==> src/tone_gen_pkg.sv <==
package tone_gen_pkg;

    // =====================================================================
    // Timing
    localparam int CLOCK_HZ         = 100_000_000;
    localparam int SAMPLE_RATE_HZ   = 16_000;
    localparam int SAMPLE_CYCLES    = CLOCK_HZ / SAMPLE_RATE_HZ;
    localparam int TIMER_STEP_US    = 125;
    localparam int SAMPLES_PER_STEP = TIMER_STEP_US * SAMPLE_RATE_HZ / 1_000_000;

    // =====================================================================
    // Widths and reset values
    localparam int              NUM_GEN     = 2;
    localparam int              COEFF_W     = 16;
    localparam logic [15:0]     COEFF_RESET = 16'h0000;

    // =====================================================================
    // Indirect address map
    localparam logic [7:0] IND_GEN_A_BASE = 8'h00;
    localparam logic [7:0] IND_GEN_B_BASE = 8'h03;
    localparam logic [7:0] IND_FREQ_OFS   = 8'h00;
    localparam logic [7:0] IND_AMP_OFS    = 8'h01;
    localparam logic [7:0] IND_PHASE_OFS  = 8'h02;

    // =====================================================================
    // Route select field positions
    localparam int ROUTE_RX_BIT = 0;
    localparam int ROUTE_TX_BIT = 1;

    typedef enum logic [1:0] {
        CAD_IDLE     = 2'b00,
        CAD_ACTIVE   = 2'b01,
        CAD_INACTIVE = 2'b10,
        CAD_DONE     = 2'b11
    } cadence_type;

endpackage

==> src/tone_gen.sv <==
`timescale 1ns/100ps
module tone_gen
    import tone_gen_pkg::*;
#(
    parameter int TICK_CYCLES = SAMPLE_CYCLES
) (
    input  wire logic        clock,                   // Core clock, 100 MHz.
    input  wire logic        reset_n,                 // Synchronous reset, active low.
    input  wire logic [7:0]  ind_addr,                // Indirect address.
    input  wire logic [15:0] ind_wdata,               // Indirect write data.
    input  wire logic        ind_write,               // Indirect write strobe.
    input  wire logic        ind_read,                // Indirect read strobe.
    output logic      [15:0] ind_rdata,               // Indirect read data.
    output logic             ind_busy,                // Write guard status, high the cycle after an accepted write.
    input  wire logic        gen_a_osc_enable,        // Generator A oscillator enable.
    input  wire logic        gen_b_osc_enable,        // Generator B oscillator enable.
    input  wire logic        gen_a_active_timer_en,   // Generator A active timer enable.
    input  wire logic        gen_b_active_timer_en,   // Generator B active timer enable.
    input  wire logic        gen_a_inactive_timer_en, // Generator A inactive timer enable.
    input  wire logic        gen_b_inactive_timer_en, // Generator B inactive timer enable.
    input  wire logic [15:0] gen_a_active_timer,      // Generator A active period, 125 us units.
    input  wire logic [15:0] gen_b_active_timer,      // Generator B active period.
    input  wire logic [15:0] gen_a_inactive_timer,    // Generator A inactive period.
    input  wire logic [15:0] gen_b_inactive_timer,    // Generator B inactive period.
    input  wire logic [1:0]  gen_a_route,             // Generator A route, bit0 rx, bit1 tx.
    input  wire logic [1:0]  gen_b_route,             // Generator B route.
    output logic      [15:0] rx_tone,                 // Receive path tone sample.
    output logic      [15:0] tx_tone,                 // Transmit path tone sample.
    output logic             sample_strobe,           // New sample pulse.
    output logic      [1:0]  gen_running              // Oscillating flags, bit0 A.
);

    // =====================================================================
    // Arithmetic helpers

    // Clamps an 18-bit signed value to the 16-bit sample range.
    function automatic logic signed [15:0] sat16(input logic signed [17:0] v);
        if (v > 18'sd32767) begin
            return 16'sh7fff;
        end else if (v < -18'sd32768) begin
            return 16'sh8000;
        end
        return v[15:0];
    endfunction

    // One step of the resonator: 2*c*y1 - y2 with c in Q15.
    function automatic logic signed [15:0] osc_step(input logic signed [15:0] c,
                                                    input logic signed [15:0] yp,
                                                    input logic signed [15:0] ypp);
        logic signed [31:0] prod;
        logic signed [17:0] acc;
        prod = c * yp;
        acc  = $signed(prod[31:14]) - $signed({{2{ypp[15]}}, ypp});
        return sat16(acc);
    endfunction

    // =====================================================================
    // Storage and control vectors
    logic        [15:0] freq_coeff  [NUM_GEN];
    logic        [15:0] amp_coeff   [NUM_GEN];
    logic        [15:0] phase_coeff [NUM_GEN];
    logic signed [15:0] y1          [NUM_GEN];
    logic signed [15:0] y2          [NUM_GEN];
    cadence_type        cad_state   [NUM_GEN];
    logic        [15:0] cad_count   [NUM_GEN];
    logic        [15:0] act_time    [NUM_GEN];
    logic        [15:0] inact_time  [NUM_GEN];
    logic        [1:0]  route       [NUM_GEN];
    logic [NUM_GEN-1:0] osc_en;
    logic [NUM_GEN-1:0] ta_en;
    logic [NUM_GEN-1:0] ti_en;
    logic [NUM_GEN-1:0] run;
    logic [NUM_GEN-1:0] run_q;
    logic        [15:0] tick_cnt;
    logic        [3:0]  step_div;
    logic               sample_tick;
    logic               step_tick;
    logic [7:0]         gen_base    [NUM_GEN];

    // Gathers the per-generator inputs into indexed form.
    always_comb begin
        osc_en        = {gen_b_osc_enable, gen_a_osc_enable};
        ta_en         = {gen_b_active_timer_en, gen_a_active_timer_en};
        ti_en         = {gen_b_inactive_timer_en, gen_a_inactive_timer_en};
        act_time[0]   = gen_a_active_timer;
        act_time[1]   = gen_b_active_timer;
        inact_time[0] = gen_a_inactive_timer;
        inact_time[1] = gen_b_inactive_timer;
        route[0]      = gen_a_route;
        route[1]      = gen_b_route;
        gen_base[0]   = IND_GEN_A_BASE;
        gen_base[1]   = IND_GEN_B_BASE;
    end

    // =====================================================================
    // Sample and timer-step ticks

    // Divides the core clock down to the sample rate.
    assign sample_tick = (tick_cnt == 16'(TICK_CYCLES - 1));
    assign step_tick   = sample_tick && (step_div == 4'(SAMPLES_PER_STEP - 1));

    // Sample tick divider and 125 us step divider.
    always_ff @(posedge clock) begin
        if (!reset_n) begin
            tick_cnt <= 16'h0000;
            step_div <= 4'h0;
        end else begin
            tick_cnt <= sample_tick ? 16'h0000 : tick_cnt + 16'h0001;
            if (step_tick) begin
                step_div <= 4'h0;
            end else if (sample_tick) begin
                step_div <= step_div + 4'h1;
            end
        end
    end

    // =====================================================================
    // Indirect coefficient access

    // Writes land at once; busy guards the following cycle.
    always_ff @(posedge clock) begin
        if (!reset_n) begin
            for (int g = 0; g < NUM_GEN; g++) begin
                freq_coeff[g]  <= COEFF_RESET;
                amp_coeff[g]   <= COEFF_RESET;
                phase_coeff[g] <= COEFF_RESET;
            end
            ind_busy <= 1'b0;
        end else begin
            ind_busy <= ind_write && !ind_busy;
            if (ind_write && !ind_busy) begin
                for (int g = 0; g < NUM_GEN; g++) begin
                    if (ind_addr == gen_base[g] + IND_FREQ_OFS) begin
                        freq_coeff[g] <= ind_wdata;
                    end
                    if (ind_addr == gen_base[g] + IND_AMP_OFS) begin
                        amp_coeff[g] <= ind_wdata;
                    end
                    if (ind_addr == gen_base[g] + IND_PHASE_OFS) begin
                        phase_coeff[g] <= ind_wdata;
                    end
                end
            end
        end
    end

    // Read data; unmapped addresses read zero.
    always_ff @(posedge clock) begin
        if (!reset_n) begin
            ind_rdata <= 16'h0000;
        end else if (ind_read) begin
            ind_rdata <= 16'h0000;
            for (int g = 0; g < NUM_GEN; g++) begin
                if (ind_addr == gen_base[g] + IND_FREQ_OFS) begin
                    ind_rdata <= freq_coeff[g];
                end
                if (ind_addr == gen_base[g] + IND_AMP_OFS) begin
                    ind_rdata <= amp_coeff[g];
                end
                if (ind_addr == gen_base[g] + IND_PHASE_OFS) begin
                    ind_rdata <= phase_coeff[g];
                end
            end
        end
    end

    // =====================================================================
    // Cadence timers

    // Steps each generator between active and inactive periods.
    always_ff @(posedge clock) begin
        if (!reset_n) begin
            for (int g = 0; g < NUM_GEN; g++) begin
                cad_state[g] <= CAD_IDLE;
                cad_count[g] <= 16'h0000;
            end
        end else begin
            for (int g = 0; g < NUM_GEN; g++) begin
                if (!osc_en[g] || !(ta_en[g] || ti_en[g])) begin
                    cad_state[g] <= CAD_IDLE;
                    cad_count[g] <= 16'h0000;
                end else if (step_tick) begin
                    unique case (cad_state[g])
                        CAD_IDLE: begin
                            cad_state[g] <= ta_en[g] ? CAD_ACTIVE : CAD_INACTIVE;
                            cad_count[g] <= 16'h0000;
                        end
                        CAD_ACTIVE: begin
                            if ({1'b0, cad_count[g]} + 17'd1 >= {1'b0, act_time[g]}) begin
                                cad_state[g] <= ti_en[g] ? CAD_INACTIVE : CAD_DONE;
                                cad_count[g] <= 16'h0000;
                            end else begin
                                cad_count[g] <= cad_count[g] + 16'h0001;
                            end
                        end
                        CAD_INACTIVE: begin
                            if ({1'b0, cad_count[g]} + 17'd1 >= {1'b0, inact_time[g]}) begin
                                cad_state[g] <= ta_en[g] ? CAD_ACTIVE : CAD_DONE;
                                cad_count[g] <= 16'h0000;
                            end else begin
                                cad_count[g] <= cad_count[g] + 16'h0001;
                            end
                        end
                        CAD_DONE: begin
                            cad_count[g] <= 16'h0000;
                        end
                    endcase
                end
            end
        end
    end

    // Oscillation gate: direct enable or the active period of the cadence.
    always_comb begin
        for (int g = 0; g < NUM_GEN; g++) begin
            if (!(ta_en[g] || ti_en[g])) begin
                run[g] = osc_en[g];
            end else begin
                run[g] = osc_en[g] && (cad_state[g] == CAD_ACTIVE);
            end
        end
    end

    // =====================================================================
    // Resonators and routing

    // Seeds on a fresh start, iterates while running.
    always_ff @(posedge clock) begin
        if (!reset_n) begin
            for (int g = 0; g < NUM_GEN; g++) begin
                y1[g] <= 16'sh0000;
                y2[g] <= 16'sh0000;
            end
            run_q <= '0;
        end else if (sample_tick) begin
            run_q <= run;
            for (int g = 0; g < NUM_GEN; g++) begin
                if (run[g] && !run_q[g]) begin
                    y1[g] <= amp_coeff[g];
                    y2[g] <= phase_coeff[g];
                end else if (run[g]) begin
                    y1[g] <= osc_step(freq_coeff[g], y1[g], y2[g]);
                    y2[g] <= y1[g];
                end else begin
                    y1[g] <= 16'sh0000;
                    y2[g] <= 16'sh0000;
                end
            end
        end
    end

    // Mixes running generators onto the selected paths.
    always_ff @(posedge clock) begin
        if (!reset_n) begin
            rx_tone       <= 16'h0000;
            tx_tone       <= 16'h0000;
            sample_strobe <= 1'b0;
            gen_running   <= '0;
        end else begin
            sample_strobe <= sample_tick;
            gen_running   <= run;
            if (sample_tick) begin
                rx_tone <= sat16(
                    ((run[0] && route[0][ROUTE_RX_BIT]) ? 18'(y1[0]) : 18'sd0) +
                    ((run[1] && route[1][ROUTE_RX_BIT]) ? 18'(y1[1]) : 18'sd0));
                tx_tone <= sat16(
                    ((run[0] && route[0][ROUTE_TX_BIT]) ? 18'(y1[0]) : 18'sd0) +
                    ((run[1] && route[1][ROUTE_TX_BIT]) ? 18'(y1[1]) : 18'sd0));
            end
        end
    end

    logic [15:0] gap;
    // Counts cycles since the last sample strobe.
    always_ff @(posedge clock) begin
        if (!reset_n) begin
            gap <= 16'h0000;
        end else begin
            gap <= sample_strobe ? 16'h0001 : gap + 16'h0001;
        end
    end
endmodule

==> config.mk <==
export PLATFORM = sky130hd
export DESIGN_NAME = tone_gen
export DESIGN_NICKNAME = d
export VERILOG_FILES = /design/src/tone_gen_pkg.sv /design/src/tone_gen.sv
export SDC_FILE = /design/constraint.sdc
export NUM_CORES = 2
export LEC_CHECK = 0
export BUFFER_PORTS_ARGS = -buffer_cell sky130_fd_sc_hd__buf_2
export CAP_MARGIN = 20
export CORE_MARGIN = 5
export CORE_UTILIZATION = 35
export CTS_BUF_LIST = sky130_fd_sc_hd__clkbuf_16
export DETAILED_ROUTE_END_ITERATION = 8
export SLEW_MARGIN = 20
export SYNTH_ARGS = -nofsm -noshare
export SYNTH_HDL_FRONTEND = slang
export SYNTH_SLANG_ARGS = --single-unit
==> constraint.sdc <==
create_clock -name clock -period 9.7 [get_ports clock]
set_input_delay 0 -clock clock [delete_from_list [all_inputs] [get_ports clock]]
set_output_delay 0 -clock clock [all_outputs]
set_load 0.005 [all_outputs]
==> impl_metrics.json <==
{
  "core_um2": 101600,
  "required_ns": 10.01,
  "holdCritStartpoint": "gen_a_route[1]",
  "end_kind": "flip-flop",
  "synth_nets": 4723,
  "start_util_pct": 35.14,
  "ys_types": 81,
  "ys.flop_type": "edfxtp_1",
  "first_iter_violations": 1831,
  "overflow": 0,
  "ir_drop_mv": 0.4493,
  "p_leak_nw": 18.98,
  "hpwl_mm": 83.30,
  "min-delay-path-class": "input pin to flip-flop",
  "critPathLaunchType": "flip-flop",
  "r2r_start": "freq_coeff[0][5]",
  "ys_ff_latch": 270,
  "crit_buf_inv": 4,
  "drive_above_1_share_pct": 8.310,
  "slew_headroom_pct": 30.79,
  "timing.rr.end": "y1[0][11]",
  "synthTopCellsByArea": "fa_1, edfxtp_1, ha_1, inv_1, and2_1",
  "fin_skew_ns": 0.03138,
  "dieWidth_um": 329.4,
  "yosys.area.top_type_share_pct": 29.50,
  "tns_ns": 0,
  "netlist_area_um2": 35700,
  "crit_type": "flip-flop to flip-flop",
  "syn-instance-count": 3801,
  "period_minus_slack_ns": 9.180,
  "dp_slack_ns": 0.3063,
  "drtPass1Iterations": 5,
  "grt_pass1_vias": 28000,
  "vias": 26640,
  "grt_use_met2_pct": 30.82,
  "ant_nets": 0,
  "report.final.setup_viol": 0,
  "place.gp.congestion": 0.9078,
  "via_per_inst": 4.973,
  "fin_nets": 4882,
  "ctsHtreeMaxLevel": 1,
  "die_h_um": 329.4,
  "stdcell_area_um2": 39520,
  "worstHoldEndpoint": "tx_tone[15]",
  "rsz0062_at_grt": "false",
  "hold_violations": 0,
  "place_area_um2": 38280,
  "io_pins": 154,
  "drc_errors": 0,
  "cts_root_buffer": "clkbuf_16",
  "fin_util_pct": 38.90,
  "grt_pass1_wl_mm": 159.7,
  "port-buffer-count": 153,
  "ys_warn_count": 0,
  "critPathTopFamily": "adder cells",
  "worst_slack_ns": 0.5196,
  "worstPathArrival_ns": 9.49,
  "track_usage_pct": 18.85,
  "layout_commonest_cell": "inv_1",
  "synth-edff-count": 196,
  "fmaxAchievable_mhz": 108.9,
  "max_cap_violations": 0,
  "area_growth_pct": 10.70,
  "dieArea_um2": 108500,
  "grt_max_degree": 49,
  "cts_buffers": 29,
  "seq_area_frac_synth_pct": 20.64,
  "synthArstFlopShare_pct": 0,
  "totalWireLength_mm": 101.7,
  "min_period_over_period_pct": 94.64,
  "cp_common_cell": "fa_1",
  "r2r_slack_ns": 0.52,
  "max_stage_delay_ns": 0.56,
  "outcome": "finished, final reports clean",
  "cts_tree": "yes",
  "p_per_area_nw_per_um2": 267.2,
  "reg2reg_depth": 34,
  "clkLatencyLatePin_ns": 0.58,
  "whs_path_depth": 6,
  "num_rows": 117,
  "post_drt_wl_per_cell_um": 18.97,
  "grt_antenna_before_repair": 19,
  "worstMarginPinSlew_ns": 1.034,
  "clkTransAtPathRegs_ns": 0.07,
  "grt_busiest_layer": "met2",
  "maxSlewViolCount": 0,
  "path_depth": 34,
  "cts_sinks": 270,
  "final_cell_mix": "inv_1, fa_1, and2_1, nand2_1, ha_1",
  "met1_usage_pct": 25.42,
  "clockBufferDepth": 3,
  "worst_path_max_delay_cell": "fa_1",
  "synth_top_area_cell": "fa_1",
  "post_synth.cell_area_avg_um2": 9.391,
  "crit_fanout": 15,
  "grt_util_met3_pct": 4.158
}
## kinds of logic after synthesis
logic type | count (synthesis) | synth area share (%)
simple gates | 1153 | 16.11
compound gates | 455 | 8.647
fa+ha+maj | 820 | 39.80
buf+inv | 901 | 9.565
xor+xnor | 141 | 3.502
flops | 270 | 20.64
mux | 61 | 1.732
## Yosys cell counts, types with 6 or more instances
library cell,count
a211oi_1,15
a21o_1,39
a21oi_1,108
a221o_1,24
a22o_1,12
a22oi_1,13
a31oi_1,8
and2_1,351
and3_1,20
buf_1,8
clkbuf_1,121
dfxtp_1,74
edfxtp_1,196
fa_1,526
ha_1,294
inv_1,760
mux2_2,6
mux2i_1,55
nand2_1,347
nand2b_1,35
nand3_1,44
nand4_1,24
nor2_1,218
nor2b_1,43
nor3_1,28
o2111ai_1,7
o211ai_1,15
o21a_1,23
o21ai_0,103
o21ai_1,12
o21bai_1,11
o31ai_1,7
or3_1,11
xnor2_1,92
xor2_1,48
## where the power goes
part / switching (mW) / internal, mW / leakage, nW
clock: 0.499 / 0.614 / 0.479
sequential: 0.0588 / 1.27 / 2.64
combinational: 4.66 / 3.46 / 15.9
total: 5.22 / 5.34 / 19.0
## area by class of cell
class	instances	area, µm²
fillers	10280	62080
multi-input cells	2630	24960
flip-flops and latches	270	7367
inverters	762	2861
well taps	1368	1712
repair buffers	267	1684
clock buffers	30	750.7
clock inverters	24	167.7
diodes	7	17.52
## per-layer routing
| metal | part of all wire [%] | wire, µm | vias to the layer above |
|---|---|---|---|
| li1 | - | - | 12340 |
| met1 | 43 | 43960 | 13250 |
| met2 | 46 | 46400 | 867 |
| met3 | 8.0 | 8105 | 182 |
| met4 | 3.1 | 3124 | 10 |
| met5 | 0.067 | 68 | - |
## stage by stage
step | hold slack [ns] | std cells | power [mW]
after floorplan | 0.2173 | 3801 | 7.554
after global placement | 0.3389 | 5266 | 9.194
after detailed placement | 0.3422 | 5267 | 9.270
after CTS | 0.08416 | 5346 | 10.47
after global routing | 0.1715 | 5353 | 11.58
final | 0.1039 | 5358 | 10.56
## repair_timing
action	4_1_cts	5_1_grt
gates resized for setup	0	3
hold buffers	25	0
setup endpoints to repair	0	17
hold endpoints to repair	117	0
setup buffers	0	4
## worst max-delay path by stage
stage,slack (ns),start,to
4_1_cts,0.25,freq_coeff[0][5],y1[0][11]
3_5_place_dp,0.31,freq_coeff[0][5],y1[0][6]
2_1_floorplan,1.02,y1[0][3],y1[0][10]
3_3_place_gp,0.47,freq_coeff[0][5],y1[0][6]
6_report,0.52,freq_coeff[0][5],y1[0][11]
5_1_grt,0.01,freq_coeff[0][5],y1[0][6]
## worst min-delay path: cells and delay by family
family	cells	cell delay (ns)
adders and majority gates	1	0.23
AOI/OAI and AO/OA	1	0.08
and+or+nand+nor	2	0.16
buffers and inverters	2	0.16
## registers in the layout, indices dropped and copies added (netlist names)
name,flops
step_div,4
ind_busy,1
freq_coeff,32
run_q,2
tx_tone,16
sample_strobe,1
phase_coeff,32
cad_state,4
ind_rdata,16
y1,32
gen_running,2
amp_coeff,32
rx_tone,16
cad_count,32
y2,32
tick_cnt,16
Note: power is estimated with default switching activity, not from simulation.
